## src/rtl/pfm_pkg.sv

```systemverilog
// package for the pin function multiplexer: map, reset values, field layout, carriers
package pfm_pkg;
    // pin counts
    localparam int PFM_P0_PINS = 16;
    localparam int PFM_P1_PINS = 16;
    localparam int PFM_P1_FIRST = 16;
    localparam int PFM_P1_DEBUG_FIRST = 26;
    localparam int PFM_P1_PIN20 = 20;
    localparam int PFM_P1_PIN26 = 26;
    localparam int PFM_P1_PIN30 = 30;
    localparam int PFM_P1_PIN31 = 31;

    // register byte addresses
    localparam logic [31:0] PFM_ADDR_SEL0 = 32'hE002_C000;
    localparam logic [31:0] PFM_ADDR_SEL1 = 32'hE002_C004;
    localparam logic [31:0] PFM_ADDR_SEL2 = 32'hE002_C014;

    // values after reset
    localparam logic [31:0] PFM_RST_SEL0 = 32'h0000_0000;
    localparam logic [31:0] PFM_RST_SEL1 = 32'h1540_0000;
    localparam logic [31:0] PFM_RST_SEL2 = 32'h0000_0000;
    localparam logic [15:0] PFM_RST_SYNC = 16'hFFFF;

    // port-1 select register fields; bits 1:0 and 31:28 are reserved and read zero
    localparam int PFM_SEL2_DEBUG_BIT = 2;
    localparam int PFM_SEL2_TRACE_BIT = 3;
    localparam logic [31:0] PFM_SEL2_WMASK = 32'h0FFF_FFFC;

    // two-bit function codes of the port-0 low select register
    localparam logic [1:0] PFM_CODE_GPIO = 2'h0;
    localparam logic [1:0] PFM_CODE_ALT3 = 2'h3;

    // pins whose code 11 is the converter input (4,5,6,8,10,12,13,15)
    localparam logic [15:0] PFM_ANALOG_PINS = 16'hB570;
    // pins whose code 11 is reserved (0,2)
    localparam logic [15:0] PFM_RESERVED_PINS = 16'h0005;

    // bus answers
    localparam logic [1:0] PFM_RESP_OKAY = 2'h0;
    localparam logic [1:0] PFM_RESP_DECERR = 2'h3;

    // start-up sampling of the trace/debug straps
    typedef enum logic [3:0] {
        PFM_STRAP_WAIT1 = 4'b0001,
        PFM_STRAP_WAIT2 = 4'b0010,
        PFM_STRAP_WAIT3 = 4'b0100,
        PFM_STRAP_DONE = 4'b1000
    } pfm_strap_type;

    // register bus, master to slave
    typedef struct packed {
        logic awvalid;
        logic [31:0] awaddr;
        logic wvalid;
        logic [31:0] wdata;
        logic [3:0] wstrb;
        logic bready;
        logic arvalid;
        logic [31:0] araddr;
        logic rready;
    } pfm_axil_req_type;

    // register bus, slave to master
    typedef struct packed {
        logic awready;
        logic wready;
        logic bvalid;
        logic [1:0] bresp;
        logic arready;
        logic rvalid;
        logic [31:0] rdata;
        logic [1:0] rresp;
    } pfm_axil_rsp_type;

    // whole state of the block
    typedef struct packed {
        logic [31:0] sel0;
        logic [31:0] sel1;
        logic [31:0] sel2;
        logic aw_held;
        logic [31:0] aw_addr;
        logic w_held;
        logic [31:0] w_data;
        logic [3:0] w_strb;
        logic bvalid;
        logic [1:0] bresp;
        logic rvalid;
        logic [31:0] rdata;
        logic [1:0] rresp;
        pfm_strap_type strap;
        logic [15:0] p0_s1;
        logic [15:0] p0_s2;
        logic [15:0] p1_s1;
        logic [15:0] p1_s2;
    } pfm_state_type;
endpackage

```

## src/rtl/pfm_pin_mux.sv

```systemverilog
// pin function multiplexer: select registers on a register bus and the per-pin routing
//
// Design decision made here: the AXI4-Lite interface to the registers.
`timescale 1ns/100ps

module pfm_pin_mux
    import pfm_pkg::*;
(
    // clock, reset, clock enable
    input wire logic clk,
    input wire logic rst,
    input wire logic ce,
    // register bus
    input wire pfm_axil_req_type axil_req,
    output pfm_axil_rsp_type axil_rsp,
    // port-0 low pads
    input wire logic [PFM_P0_PINS-1:0] p0_pad_in,
    output logic [PFM_P0_PINS-1:0] p0_pad_out,
    output logic [PFM_P0_PINS-1:0] p0_pad_oe,
    // port-0 general purpose I/O side
    input wire logic [PFM_P0_PINS-1:0] port0_gpio_out,
    input wire logic [PFM_P0_PINS-1:0] port0_direction_bits,
    output logic [PFM_P0_PINS-1:0] port0_gpio_in,
    // port-0 peripheral side, index 0..2 for codes 01, 10, 11
    input wire logic [PFM_P0_PINS-1:0][2:0] p0_alt_out,
    input wire logic [PFM_P0_PINS-1:0][2:0] p0_alt_oe,
    output logic [PFM_P0_PINS-1:0][2:0] p0_alt_in,
    output logic [PFM_P0_PINS-1:0] p0_analog_path_en,
    // port-0 high routing word for the high-pin multiplexer
    output logic [31:0] port0_high_select,
    // port-1 pads 16..31
    input wire logic [PFM_P1_PINS-1:0] p1_pad_in,
    output logic [PFM_P1_PINS-1:0] p1_pad_out,
    output logic [PFM_P1_PINS-1:0] p1_pad_oe,
    // port-1 general purpose I/O side
    input wire logic [PFM_P1_PINS-1:0] port1_gpio_out,
    input wire logic [PFM_P1_PINS-1:0] port1_direction_bits,
    output logic [PFM_P1_PINS-1:0] port1_gpio_in,
    // port-1 trace and debug side
    input wire logic [PFM_P1_PINS-1:0] p1_dbg_out,
    input wire logic [PFM_P1_PINS-1:0] p1_dbg_oe,
    output logic [PFM_P1_PINS-1:0] p1_dbg_in,
    output logic jtag_tms,
    output logic jtag_trst,
    output logic debug_port_en,
    output logic trace_port_en
);

    localparam int P20 = PFM_P1_PIN20 - PFM_P1_FIRST;
    localparam int P26 = PFM_P1_PIN26 - PFM_P1_FIRST;
    localparam int P30 = PFM_P1_PIN30 - PFM_P1_FIRST;
    localparam int P31 = PFM_P1_PIN31 - PFM_P1_FIRST;

    pfm_state_type cur;
    pfm_state_type next_cur;
    logic wr_fire;
    logic aw_take;
    logic w_take;
    logic ar_take;

    // merge a written word into a register under the byte strobes
    function automatic logic [31:0] pfm_merge(input logic [31:0] old, input logic [31:0] data,
                                              input logic [3:0] strb);
        logic [31:0] res;
        res = old;
        for (int b = 0; b < 4; b++) begin
            if (strb[b]) begin
                res[8*b +: 8] = data[8*b +: 8];
            end
        end
        return res;
    endfunction

    // ready only while the clock enable lets the state move, so no beat is lost
    assign axil_rsp.awready = ce & ~cur.aw_held & ~cur.bvalid;
    assign axil_rsp.wready = ce & ~cur.w_held & ~cur.bvalid;
    assign axil_rsp.arready = ce & ~cur.rvalid;
    assign axil_rsp.bvalid = cur.bvalid;
    assign axil_rsp.bresp = cur.bresp;
    assign axil_rsp.rvalid = cur.rvalid;
    assign axil_rsp.rdata = cur.rdata;
    assign axil_rsp.rresp = cur.rresp;

    assign aw_take = axil_req.awvalid & axil_rsp.awready;
    assign w_take = axil_req.wvalid & axil_rsp.wready;
    assign ar_take = axil_req.arvalid & axil_rsp.arready;
    // address and data may arrive in either order; write happens once both are held
    assign wr_fire = ce & cur.aw_held & cur.w_held & ~cur.bvalid;

    // next-state logic: synchronisers, strap capture, register bus
    always_comb begin
        next_cur = cur;
        if (ce) begin
            // two-stage synchronisers; stage one feeds only stage two
            next_cur.p0_s1 = p0_pad_in;
            next_cur.p0_s2 = cur.p0_s1;
            next_cur.p1_s1 = p1_pad_in;
            next_cur.p1_s2 = cur.p1_s1;

            // straps are sampled once the synchronisers hold settled pad levels;
            // both stages reset to one, so stage two shows a real pad level only from the second edge
            case (cur.strap)
                PFM_STRAP_WAIT1: begin
                    next_cur.strap = PFM_STRAP_WAIT2;
                end
                PFM_STRAP_WAIT2: begin
                    next_cur.strap = PFM_STRAP_WAIT3;
                end
                PFM_STRAP_WAIT3: begin
                    next_cur.sel2[PFM_SEL2_TRACE_BIT] = ~cur.p1_s2[P20];
                    next_cur.sel2[PFM_SEL2_DEBUG_BIT] = ~cur.p1_s2[P26];
                    next_cur.strap = PFM_STRAP_DONE;
                end
                PFM_STRAP_DONE: begin
                    next_cur.strap = PFM_STRAP_DONE;
                end
                default: begin
                    next_cur.strap = PFM_STRAP_DONE;
                end
            endcase

            // write channel capture
            if (aw_take) begin
                next_cur.aw_held = 1'b1;
                next_cur.aw_addr = axil_req.awaddr;
            end
            if (w_take) begin
                next_cur.w_held = 1'b1;
                next_cur.w_data = axil_req.wdata;
                next_cur.w_strb = axil_req.wstrb;
            end

            // the write lands at this edge, so routing follows in the same cycle as bvalid
            if (wr_fire) begin
                next_cur.aw_held = 1'b0;
                next_cur.w_held = 1'b0;
                next_cur.bvalid = 1'b1;
                next_cur.bresp = PFM_RESP_OKAY;
                case (cur.aw_addr)
                    PFM_ADDR_SEL0: begin
                        next_cur.sel0 = pfm_merge(cur.sel0, cur.w_data, cur.w_strb);
                    end
                    PFM_ADDR_SEL1: begin
                        next_cur.sel1 = pfm_merge(cur.sel1, cur.w_data, cur.w_strb);
                    end
                    PFM_ADDR_SEL2: begin
                        // reserved bits never store, so they read back zero
                        next_cur.sel2 = pfm_merge(next_cur.sel2, cur.w_data, cur.w_strb) & PFM_SEL2_WMASK;
                    end
                    default: begin
                        next_cur.bresp = PFM_RESP_DECERR;
                    end
                endcase
            end else if (cur.bvalid && axil_req.bready) begin
                next_cur.bvalid = 1'b0;
            end

            // read channel: one cycle from address to data
            if (ar_take) begin
                next_cur.rvalid = 1'b1;
                next_cur.rresp = PFM_RESP_OKAY;
                case (axil_req.araddr)
                    PFM_ADDR_SEL0: begin
                        next_cur.rdata = cur.sel0;
                    end
                    PFM_ADDR_SEL1: begin
                        next_cur.rdata = cur.sel1;
                    end
                    PFM_ADDR_SEL2: begin
                        next_cur.rdata = cur.sel2;
                    end
                    default: begin
                        next_cur.rdata = 32'h0000_0000;
                        next_cur.rresp = PFM_RESP_DECERR;
                    end
                endcase
            end else if (cur.rvalid && axil_req.rready) begin
                next_cur.rvalid = 1'b0;
            end
        end
    end

    // state register; reset restores every default routing
    always_ff @(posedge clk or posedge rst) begin
        if (rst) begin
            cur <= '0;
            cur.sel0 <= PFM_RST_SEL0;
            cur.sel1 <= PFM_RST_SEL1;
            cur.sel2 <= PFM_RST_SEL2;
            cur.bresp <= PFM_RESP_OKAY;
            cur.rresp <= PFM_RESP_OKAY;
            cur.strap <= PFM_STRAP_WAIT1;
            cur.p0_s1 <= PFM_RST_SYNC;
            cur.p0_s2 <= PFM_RST_SYNC;
            cur.p1_s1 <= PFM_RST_SYNC;
            cur.p1_s2 <= PFM_RST_SYNC;
        end else begin
            cur <= next_cur;
        end
    end

    assign port0_high_select = cur.sel1;

    // port-0 low pins: a two-bit code per pin picks at most one owner
    for (genvar p = 0; p < PFM_P0_PINS; p++) begin : g_p0
        logic [1:0] code;
        logic [1:0] alt;
        logic dead;
        assign code = cur.sel0[2*p +: 2];
        assign alt = code - 2'h1;
        // analog and reserved codes never drive the pad digitally
        assign dead = (code == PFM_CODE_ALT3) && (PFM_ANALOG_PINS[p] || PFM_RESERVED_PINS[p]);

        // output path; per-pin alternates are wired by index as listed in the pin table
        always_comb begin
            if (code == PFM_CODE_GPIO) begin
                p0_pad_out[p] = port0_gpio_out[p];
                p0_pad_oe[p] = port0_direction_bits[p];
            end else if (dead) begin
                p0_pad_out[p] = 1'b0;
                p0_pad_oe[p] = 1'b0;
            end else begin
                p0_pad_out[p] = p0_alt_out[p][alt];
                p0_pad_oe[p] = p0_alt_oe[p][alt];
            end
        end

        // input path: only the selected owner sees the pad, the rest read low
        assign port0_gpio_in[p] = (code == PFM_CODE_GPIO) ? cur.p0_s2[p] : 1'b0;
        for (genvar k = 0; k < 3; k++) begin : g_alt
            assign p0_alt_in[p][k] = (code == 2'(k + 1)) && !dead ? cur.p0_s2[p] : 1'b0;
        end

        // the converter tap bypasses this block; only the interface circuit is switched
        assign p0_analog_path_en[p] = PFM_ANALOG_PINS[p] && (code == PFM_CODE_ALT3);

    end

    assign debug_port_en = cur.sel2[PFM_SEL2_DEBUG_BIT];
    assign trace_port_en = cur.sel2[PFM_SEL2_TRACE_BIT];

    // port-1 pins 16..31: one bit hands a whole group to debug or trace
    for (genvar q = 0; q < PFM_P1_PINS; q++) begin : g_p1
        logic own;
        assign own = (q >= PFM_P1_DEBUG_FIRST - PFM_P1_FIRST) ? debug_port_en : trace_port_en;
        assign p1_pad_out[q] = own ? p1_dbg_out[q] : port1_gpio_out[q];
        assign p1_pad_oe[q] = own ? p1_dbg_oe[q] : port1_direction_bits[q];
        assign p1_dbg_in[q] = own ? cur.p1_s2[q] : 1'b0;
        assign port1_gpio_in[q] = own ? 1'b0 : cur.p1_s2[q];
    end

    // test-port inputs taken from their pins only while debug owns them
    assign jtag_tms = p1_dbg_in[P30];
    assign jtag_trst = p1_dbg_in[P31];
endmodule // pfm_pin_mux

```

## config.mk

```make
export PLATFORM = sky130hd
export DESIGN_NAME = pfm_pin_mux
export DESIGN_NICKNAME = d
export VERILOG_FILES = /design/src/rtl/pfm_pkg.sv /design/src/rtl/pfm_pin_mux.sv
export SDC_FILE = /design/constraint.sdc
export NUM_CORES = 1
export LEC_CHECK = 0
export BUFFER_PORTS_ARGS = -buffer_cell sky130_fd_sc_hd__buf_2
export CAP_MARGIN = 20
export CORE_ASPECT_RATIO = 0.7
export CORE_UTILIZATION = 30
export DETAILED_ROUTE_END_ITERATION = 10
export PLACE_DENSITY_LB_ADDON = 0.25
export SYNTH_ARGS = -nofsm -noshare
export SYNTH_HDL_FRONTEND = slang
export SYNTH_SLANG_ARGS = --single-unit
```

## constraint.sdc

```tcl
create_clock -name clk -period 14.13 [get_ports clk]
set_input_delay 2.826 -clock clk [delete_from_list [all_inputs] [get_ports clk]]
set_output_delay 2.826 -clock clk [all_outputs]
set_load 0.03 [all_outputs]
```

==> impl_metrics.ini, run 1 <==
[worst_hold_path]
min_path_type = reg -> reg
min_from = axil_rsp[3]
whs_path_depth = 2
min_to = axil_rsp[3]

[critical_path]
critPathMaxFanout = 51
start_kind = primary input
regToRegStartpoint = cur[164]
r2r_slack_ns = 11.10
worst_ep_required_time_ns = 11.30
cp_data_arrival_time_ns = 4.49
r2r_cells = 4
crit_path_end_kind = output port
r2r-end = port0_high_select[2]
crit_type = in -> out

[synth]
synth_cell_types = 41
synth.top_cells.by_count = 250 x mux2_2, 195 x dfrtp_1, 98 x buf_4
synth_edf_count = 0
synth-main-ff-cell = dfrtp_1
ys_warn_count = 0
synth-seq-area-share_pct = 46.5
yosys.area.top_type = dfrtp_1
ys_ff_latch = 264
yosysTopAreaCellShare_pct = 33.9
syn_area_per_cell_sq_um = 11.6
synth_area_sq_um = 14400
async_flop_share_pct = 100
yosysMostFrequentCell = mux2_2
synthCells = 1241
synth_area_leaders = dfrtp_1 34%, mux2_2 20%, dfstp_2 13%, ha_1 5.6%, buf_4 5.1%

[clock_network]
cts_root_buf = clkbuf_16
cts_hold_buf = 0
cts_tree = built
cts.path.max_buffers = 3
clkTransAtPathRegs_ns = 0.06
cts_resized = 0
clock_latency_ns = 0.58
htreeDepth = 1
post-cts-setup-buffers = 0
numCtsBuffers = 29
cts_sinks = 264

[sta]
tightestPinTransition_ns = 0.995
drv_slew = 0
fmaxAchievable_mhz = 137
finalClockSkew_ns = 0.0136
setup_viol = 0
tns_ns = 0
relSlewSlack_pct = 33.6
min_period_over_period_pct = 51.8
rsz0062_at_grt = false
final_hold_viol_count = 0
period_minus_slack_ns = 7.32

[status]
status = finished clean

[pwr]
pwr-share-clk_pct = 35.6
p_leak_nw = 9.12
power_density_nw_per_um2 = 123
p_sw_share_pct = 29.4
p_int_w = 0.00158
finalPower_w = 0.00224
share_seq_of_total_power_pct = 44.9
power_frac_comb_pct = 19.5
power_switching_w = 0.000659
ir_worst_vdd_mv = 0.0826

[floorplanning]
core_sq_um = 46900
chipHeight_um = 185
start_util_pct = 30.7
rows = 66
die-width_um = 264
dieArea_sq_um = 48800
pin_count = 585

[place]
gp_congestion = 0.824
io_buffers = 566
dp.final_hpwl_um = 32000

[route]
drc_errors = 0
first_pass_iters = 4
drt_iter0_drc = 327
post_drt_wl_per_cell_um = 18.4
drt-total-wl_um = 43400
ant_nets = 0
vias = 10898
vias_per_cell = 4.61

[run]
cap_violations = 0

[grt]
grt_overflow = 0
grt_max_degree = 119
antenna_found_initial = 11
grt_use_total_pct = 17.2
grt_pass1_vias = 10901
grt_pass1_wl_um = 64800

[layout]
area_growth_pct = 26.9
final_util_pct = 38.9
layout-drive-gt1-share_pct = 55.2
finish.net_count = 2122
nFillCells = 4614
[per-stage QoR]
| stage | worst slack (ns) | hold slack, ns | std cells | area (sq um) |
|---|---|---|---|---|
| 3_5_place_dp | 6.76 | 0.462 | 2307 | 17300 |
| 2_1_floorplan | 4.15 | 0.450 | 1258 | 14400 |
| 3_3_place_gp | 6.77 | 0.460 | 2307 | 17300 |
| 6_report | 6.81 | 0.472 | 2365 | 18300 |
| 5_1_grt | 6.63 | 0.498 | 2364 | 18300 |
| 4_1_cts | 6.76 | 0.476 | 2361 | 18200 |
[worst max-delay path, cell delays in order]
cell and delay [ns]:
buf_4 0.46, buf_4 0.57, nand2b_1 0.21, nor2_1 0.17, buf_2 0.22
[worst max path at each step]
stage	slack, ns	start	to	cells past startpoint
5_1_grt	6.63	ce	axil_rsp[40]	5
2_1_floorplan	4.15	rst	axil_rsp[0]	1
6_report	6.81	ce	axil_rsp[40]	5
3_3_place_gp	6.77	ce	axil_rsp[40]	5
4_1_cts	6.76	ce	axil_rsp[40]	5
3_5_place_dp	6.76	ce	axil_rsp[40]	5
[power by group through the flow]
stage | logic (W) | registers [W] | clock network [W]
2_1_floorplan | 0.000328 | 0.000975 | 0
3_3_place_gp | 0.000435 | 0.00101 | 0
3_5_place_dp | 0.000442 | 0.00102 | 0
4_1_cts | 0.000443 | 0.00101 | 0.000829
5_1_grt | 0.000474 | 0.00103 | 0.000858
6_report | 0.000436 | 0.00101 | 0.000798
[routing by layer]
| metal | track usage (%) | wire (um) | vias up |
|---|---|---|---|
| met5 | 0 | 92 | - |
| met4 | 4.14 | 864 | 12 |
| met3 | 4.20 | 2350 | 54 |
| met2 | 29.7 | 21300 | 304 |
| met1 | 21.7 | 18800 | 5342 |
| li1 | - | - | 5186 |
[cell families (layout without fill, tap and decap cells)]
group | Yosys count | count (layout) | share of synthesized area (%)
compound gates | 132 | 132 | 5.40
mux | 318 | 318 | 24.3
xor+xnor | 1 | 1 | 0.0609
buf+inv | 185 | 676 | 7.39
other cells | 1 | 22 | 0.0261
simple gates | 276 | 276 | 10.7
flops | 264 | 264 | 46.5
fa+ha+maj | 64 | 64 | 5.57
[registers in the layout, indices dropped and copies added, names as in the netlist]
register,flops
cur,194
axil_rsp,36
port0_high_select,32
debug_port_en,1
trace_port_en,1
[layout by cell type, fill, tap and decap left out, types with 4 or more instances in the layout]
cell type,instances
a22o_1,20
nor2_1,60
clkbuf_1,9
diode_2,4
inv_1,44
nand3_2,4
a31oi_1,12
clkbuf_8,7
mux2i_1,68
and2_1,73
conb_1,18
nor2b_1,18
nand3_1,20
o31ai_1,6
mux2_2,250
o21ai_0,64
or4_1,6
nand2_1,54
nand4_1,5
ha_1,64
buf_2,565
dfstp_2,69
clkbuf_16,29
or4b_2,4
dfrtp_1,195
a21oi_1,26
clkinv_2,5
nor4_1,6
buf_4,12
nand4_2,7
[area by class of cell]
class | count | area, sq um | area share [%]
clock inverter | 9 | 135 | 0.740
tap | 612 | 766 | 4.20
antenna | 4 | 10.0 | 0.0548
sequential | 264 | 6690 | 36.7
timing repair buffer | 577 | 2920 | 16.0
inverter | 45 | 176 | 0.967
clock buffer | 45 | 856 | 4.69
multi-input combinational | 809 | 6700 | 36.7
No activity file was read; power rests on OpenSTA's default activity.
==> run 2, diff against run 1 <==
==> constraint.sdc (replaced) <==
create_clock -name clk -period 6.4 [get_ports clk]
set_input_delay 1.28 -clock clk [delete_from_list [all_inputs] [get_ports clk]]
set_output_delay 1.28 -clock clk [all_outputs]
set_load 0.03 [all_outputs]
==> run 2 against run 1 <==
Compared with the run above:
- combinational power rose by 120%
- clock power up 120%
- routed wire length up 3.2%
- register-to-register slack worse by 7.6 ns
- via count grew 0.82%
- worst hold slack better by 0.0012 ns
- sequential power increased by 120%
- clock skew fell by 0.0019 ns
==> impl_metrics.ini, run 2 (same netlist as run 1, synthesis figures left out) <==
[worst_hold_path]
min_from = axil_rsp[16]
whs_path_depth = 2
min_to = axil_rsp[16]
min_path_type = reg -> reg

[floorplanning]
die-width_um = 264
rows = 66
chipHeight_um = 185
start_util_pct = 30.7
core_sq_um = 46900
pin_count = 585
dieArea_sq_um = 48800

[sta]
drv_slew = 0
relSlewSlack_pct = 30.5
tns_ns = 0
period_minus_slack_ns = 3.76
min_period_over_period_pct = 58.8
fmaxAchievable_mhz = 266
tightestPinTransition_ns = 1.04
final_hold_viol_count = 0
finalClockSkew_ns = 0.0117
setup_viol = 0
rsz0062_at_grt = false

[grt]
grt_pass1_wl_um = 65500
grt_use_total_pct = 17.6
grt_pass1_vias = 10809
antenna_found_initial = 10
grt_max_degree = 139
grt_overflow = 0

[route]
vias = 10987
drt_iter0_drc = 380
ant_nets = 0
drc_errors = 0
first_pass_iters = 4
vias_per_cell = 4.65
post_drt_wl_per_cell_um = 18.9
drt-total-wl_um = 44800

[critical_path]
worst_ep_required_time_ns = 5.12
r2r_slack_ns = 3.46
regToRegStartpoint = axil_rsp[38]
crit_type = reg -> out
r2r_cells = 4
critPathMaxFanout = 6
crit_path_end_kind = output port
start_kind = register
r2r-end = port0_high_select[31]
cp_data_arrival_time_ns = 2.48

[layout]
layout_common_cells = 565 x buf_2, 250 x mux2_2, 195 x dfrtp_1, 73 x and2_1, 69 x dfstp_2
nFillCells = 4656
final_common_cell = buf_2
regMostFlops = cur
stdcell_area_sq_um = 18300
fin_cells = 2365
finish.net_count = 2123
largest_reg_flops = 194
layout-drive-gt1-share_pct = 55.6
area_growth_pct = 27.2

[status]
status = finished clean

[clock_network]
cts_hold_buf = 0
cts_tree = built
numCtsBuffers = 29
cts_root_buf = clkbuf_16
cts_resized = 0
cts.path.max_buffers = 3
htreeDepth = 1
post-cts-setup-buffers = 0
clock_latency_ns = 0.56
cts_sinks = 264
clkTransAtPathRegs_ns = 0.06

[pwr]
p_int_w = 0.00352
power_switching_w = 0.00147
p_sw_share_pct = 29.5
pwr-share-clk_pct = 35.5
ir_worst_vdd_mv = 0.209
share_seq_of_total_power_pct = 44.9
p_leak_nw = 9.14
power_density_nw_per_um2 = 273
power_frac_comb_pct = 19.5

[run]
cap_violations = 0

[place]
gp_congestion = 0.826
dp.final_hpwl_um = 33800
place_area_sq_um = 17300
io_buffers = 566
placedCellCount = 2307
## run 2: cell count changes in the layout (fill, tap and decap cells not counted)
cell / change
clkinv_4: +2
inv_8: -1
buf_6: +1
bufinv_16: +1
clkinv_2: +3
buf_4: -1
clkinvlp_4: +2
clkbuf_1: -8
clkinv_1: +1
inv_16: -1
buf_12: +1
## run 2: layer usage
layer | up-vias | track usage (%) | share of wire, %
met5 | - | 0 | 0.10
met4 | 6 | 3.72 | 1.9
met3 | 54 | 4.17 | 5.6
met2 | 340 | 31.1 | 50
met1 | 5394 | 21.7 | 42
li1 | 5193 | - | -
## run 2: worst max-delay path, stage by stage (launching register included)
cell and delay [ns]:
dfrtp_1 0.45, inv_1 0.15, ha_1 0.40, mux2i_1 0.15, nor2_1 0.09, a31oi_1 0.04, o21ai_0 0.36, buf_2 0.28
## run 2: area by class of cell
type,instances,area (sq um),share of cell area (%)
Antenna cell,4,10.0,0.0547
Multi-Input combinational cell,809,6700,36.6
Tap cell,612,766,4.19
Timing Repair Buffer,578,2940,16.1
Clock buffer,37,826,4.51
Sequential cell,264,6690,36.6
Clock inverter,16,189,1.03
Inverter,45,173,0.944
## run 2: worst max path at each step
stage                        start  slack [ns]                     to  depth (start not counted)
after floorplan                rst        1.69            axil_rsp[0]                          1
after CTS                 cur[242]        2.59          p0_pad_out[1]                          7
final                     cur[242]        2.64          p0_pad_out[1]                          7
after detailed placement        ce        2.14  port0_high_select[29]                          5
after global placement          ce        2.24  port0_high_select[31]                          5
after global routing      cur[242]        2.53          p0_pad_out[1]                          7
## run 2: through the flow
step	power, W	hold slack (ns)	utilization (%)	worst slack, ns
3_5_place_dp	0.00326	0.466	36.8	2.14
6_report	0.00499	0.473	39.0	2.64
5_1_grt	0.00525	0.506	39.0	2.53
3_3_place_gp	0.00324	0.460	36.8	2.24
4_1_cts	0.00507	0.479	39.0	2.59
2_1_floorplan	0.00288	0.450	-	1.69
## run 2: power groups by stage
stage / combinational [W] / clock, W / sequential, W
2_1_floorplan: 0.000725 / 0 / 0.00215
3_3_place_gp: 0.000972 / 0 / 0.00227
3_5_place_dp: 0.000987 / 0 / 0.00228
4_1_cts: 0.000991 / 0.00184 / 0.00225
5_1_grt: 0.00106 / 0.00190 / 0.00229
6_report: 0.000975 / 0.00177 / 0.00224
==> run 3, diff against run 2 <==
==> constraint.sdc (replaced) <==
create_clock -name clk -period 3.8 [get_ports clk]
set_input_delay 0.76 -clock clk [delete_from_list [all_inputs] [get_ports clk]]
set_output_delay 0.76 -clock clk [all_outputs]
set_load 0.03 [all_outputs]
==> run 3 against run 2 <==
Compared with the run above:
- utilization rose by 0.12 points
- die area did not move
- largest power group unchanged
- count of clock-buffer cells in the layout up 2
- critical path type unchanged
- highest routed layer unchanged
==> impl_metrics.ini, run 3 (same netlist as run 1, synthesis figures left out) <==
[clock_network]
clkTransAtPathRegs_ns = 0.07
cts_hold_buf = 0
cts_root_buf = clkbuf_16
cts_resized = 0
numCtsBuffers = 29
cts.path.max_buffers = 3
cts_tree = built
cts_sinks = 264
clock_latency_ns = 0.57
htreeDepth = 1
post-cts-setup-buffers = 0

[sta]
drv_slew = 0
finalClockSkew_ns = 0.0226
rsz0062_at_grt = false
min_period_over_period_pct = 84.5
tightestPinTransition_ns = 1.01
final_hold_viol_count = 0
holdWs_ns = 0.0751
period_minus_slack_ns = 3.21
setup_viol = 0
fmaxAchievable_mhz = 311
relSlewSlack_pct = 32.0
tns_ns = 0

[grt]
grt_pass1_wl_um = 65900
grt_max_degree = 159
grt_use_total_pct = 17.7
grt_pass1_vias = 10814
grt_overflow = 0
antenna_found_initial = 11

[critical_path]
critPathMaxFanout = 6
crit_type = reg -> out
r2r-end = port0_high_select[25]
slowest_stage = dfrtp_1
start_kind = register
r2r_cells = 4
worst_ep_required_time_ns = 3.04
r2r_slack_ns = 0.78
cp.buffers_inverters = 2
crit_path_end_kind = output port
crit_path_start = cur[246]
crit_chain = inv_1, ha_1, mux2i_1, nor2_1, a31oi_1, o21ai_0, buf_2
critPathTopFamily = flip-flops
cp_data_arrival_time_ns = 2.45
cpPeakStageDelay_ns = 0.45
regToRegStartpoint = cur[164]

[layout]
finish.net_count = 2129
regMostFlops = cur
final_common_cell = buf_2
area_growth_pct = 27.6
nFillCells = 4674
layout_common_cells = 565 x buf_2, 250 x mux2_2, 195 x dfrtp_1, 73 x and2_1, 69 x dfstp_2
largest_reg_flops = 194
final_util_pct = 39.1
layout-drive-gt1-share_pct = 55.6

[route]
drc_errors = 0
post_drt_wl_per_cell_um = 18.8
ant_nets = 0
vias_per_cell = 4.60
vias = 10929
first_pass_iters = 4
drt_iter0_drc = 372
drt-total-wl_um = 44600

[pwr]
p_leak_nw = 9.16
power_density_nw_per_um2 = 455
ir_worst_vdd_mv = 0.367

[place]
io_buffers = 566
gp_congestion = 0.800
dp.final_hpwl_um = 33500

[floorplanning]
core_sq_um = 46900
pin_count = 585
start_util_pct = 30.7
dieArea_sq_um = 48800
rows = 66
chipHeight_um = 185
die-width_um = 264

[run]
cap_violations = 0

[status]
status = finished clean

[worst_hold_path]
min_path_type = in -> async
## run 3: changes by cell type in the layout (fill, tap and decap cells not counted), sizes merged
cell and delta:
buf +6, diode +5, clkinv -3, clkbuf +2, clkinvlp +2, bufinv -1
inv +1
## run 3: area by class of cell
| class | instances | area, sq um | share of cell area (%) |
|---|---|---|---|
| antenna | 9 | 22.5 | 0.123 |
| tap | 612 | 766 | 4.17 |
| multi-input combinational | 809 | 6700 | 36.5 |
| timing repair buffer | 584 | 3000 | 16.3 |
| clock buffer | 39 | 835 | 4.55 |
| clock inverter | 15 | 169 | 0.920 |
| sequential | 264 | 6690 | 36.5 |
| inverter | 45 | 173 | 0.941 |
## run 3: routing by layer
metal / part of all wire [%] / up-vias / GRT usage [%]
met1: 43 / 5334 / 22.2
met3: 5.5 / 57 / 3.88
li1: - / 5208 / -
met2: 49 / 326 / 30.4
met4: 2.6 / 4 / 4.84
met5: 0.069 / - / 0
## run 3: worst max-delay path by stage
stage | endpoint | cells past startpoint
final | p0_pad_out[3] | 7
after global placement | port0_high_select[29] | 6
after floorplan | axil_rsp[0] | 1
after detailed placement | port0_high_select[25] | 6
after CTS | p0_pad_out[3] | 7
after global routing | p0_pad_out[3] | 7
## run 3: stage by stage
step / power [W] / worst slack, ns / area, sq um / std cells
after floorplan: 0.00485 / -0.387 / 14500 / 1258
after global placement: 0.00545 / 0.536 / 17300 / 2314
after detailed placement: 0.00549 / 0.481 / 17300 / 2314
after CTS: 0.00851 / 0.562 / 18300 / 2368
after global routing: 0.00881 / 0.429 / 18300 / 2373
final: 0.00835 / 0.588 / 18400 / 2377
## run 3: power breakdown
part	switching (W)	internal [W]
logic	0.000869	0.000777
clock network	0.00120	0.00175
registers	0.000400	0.00336
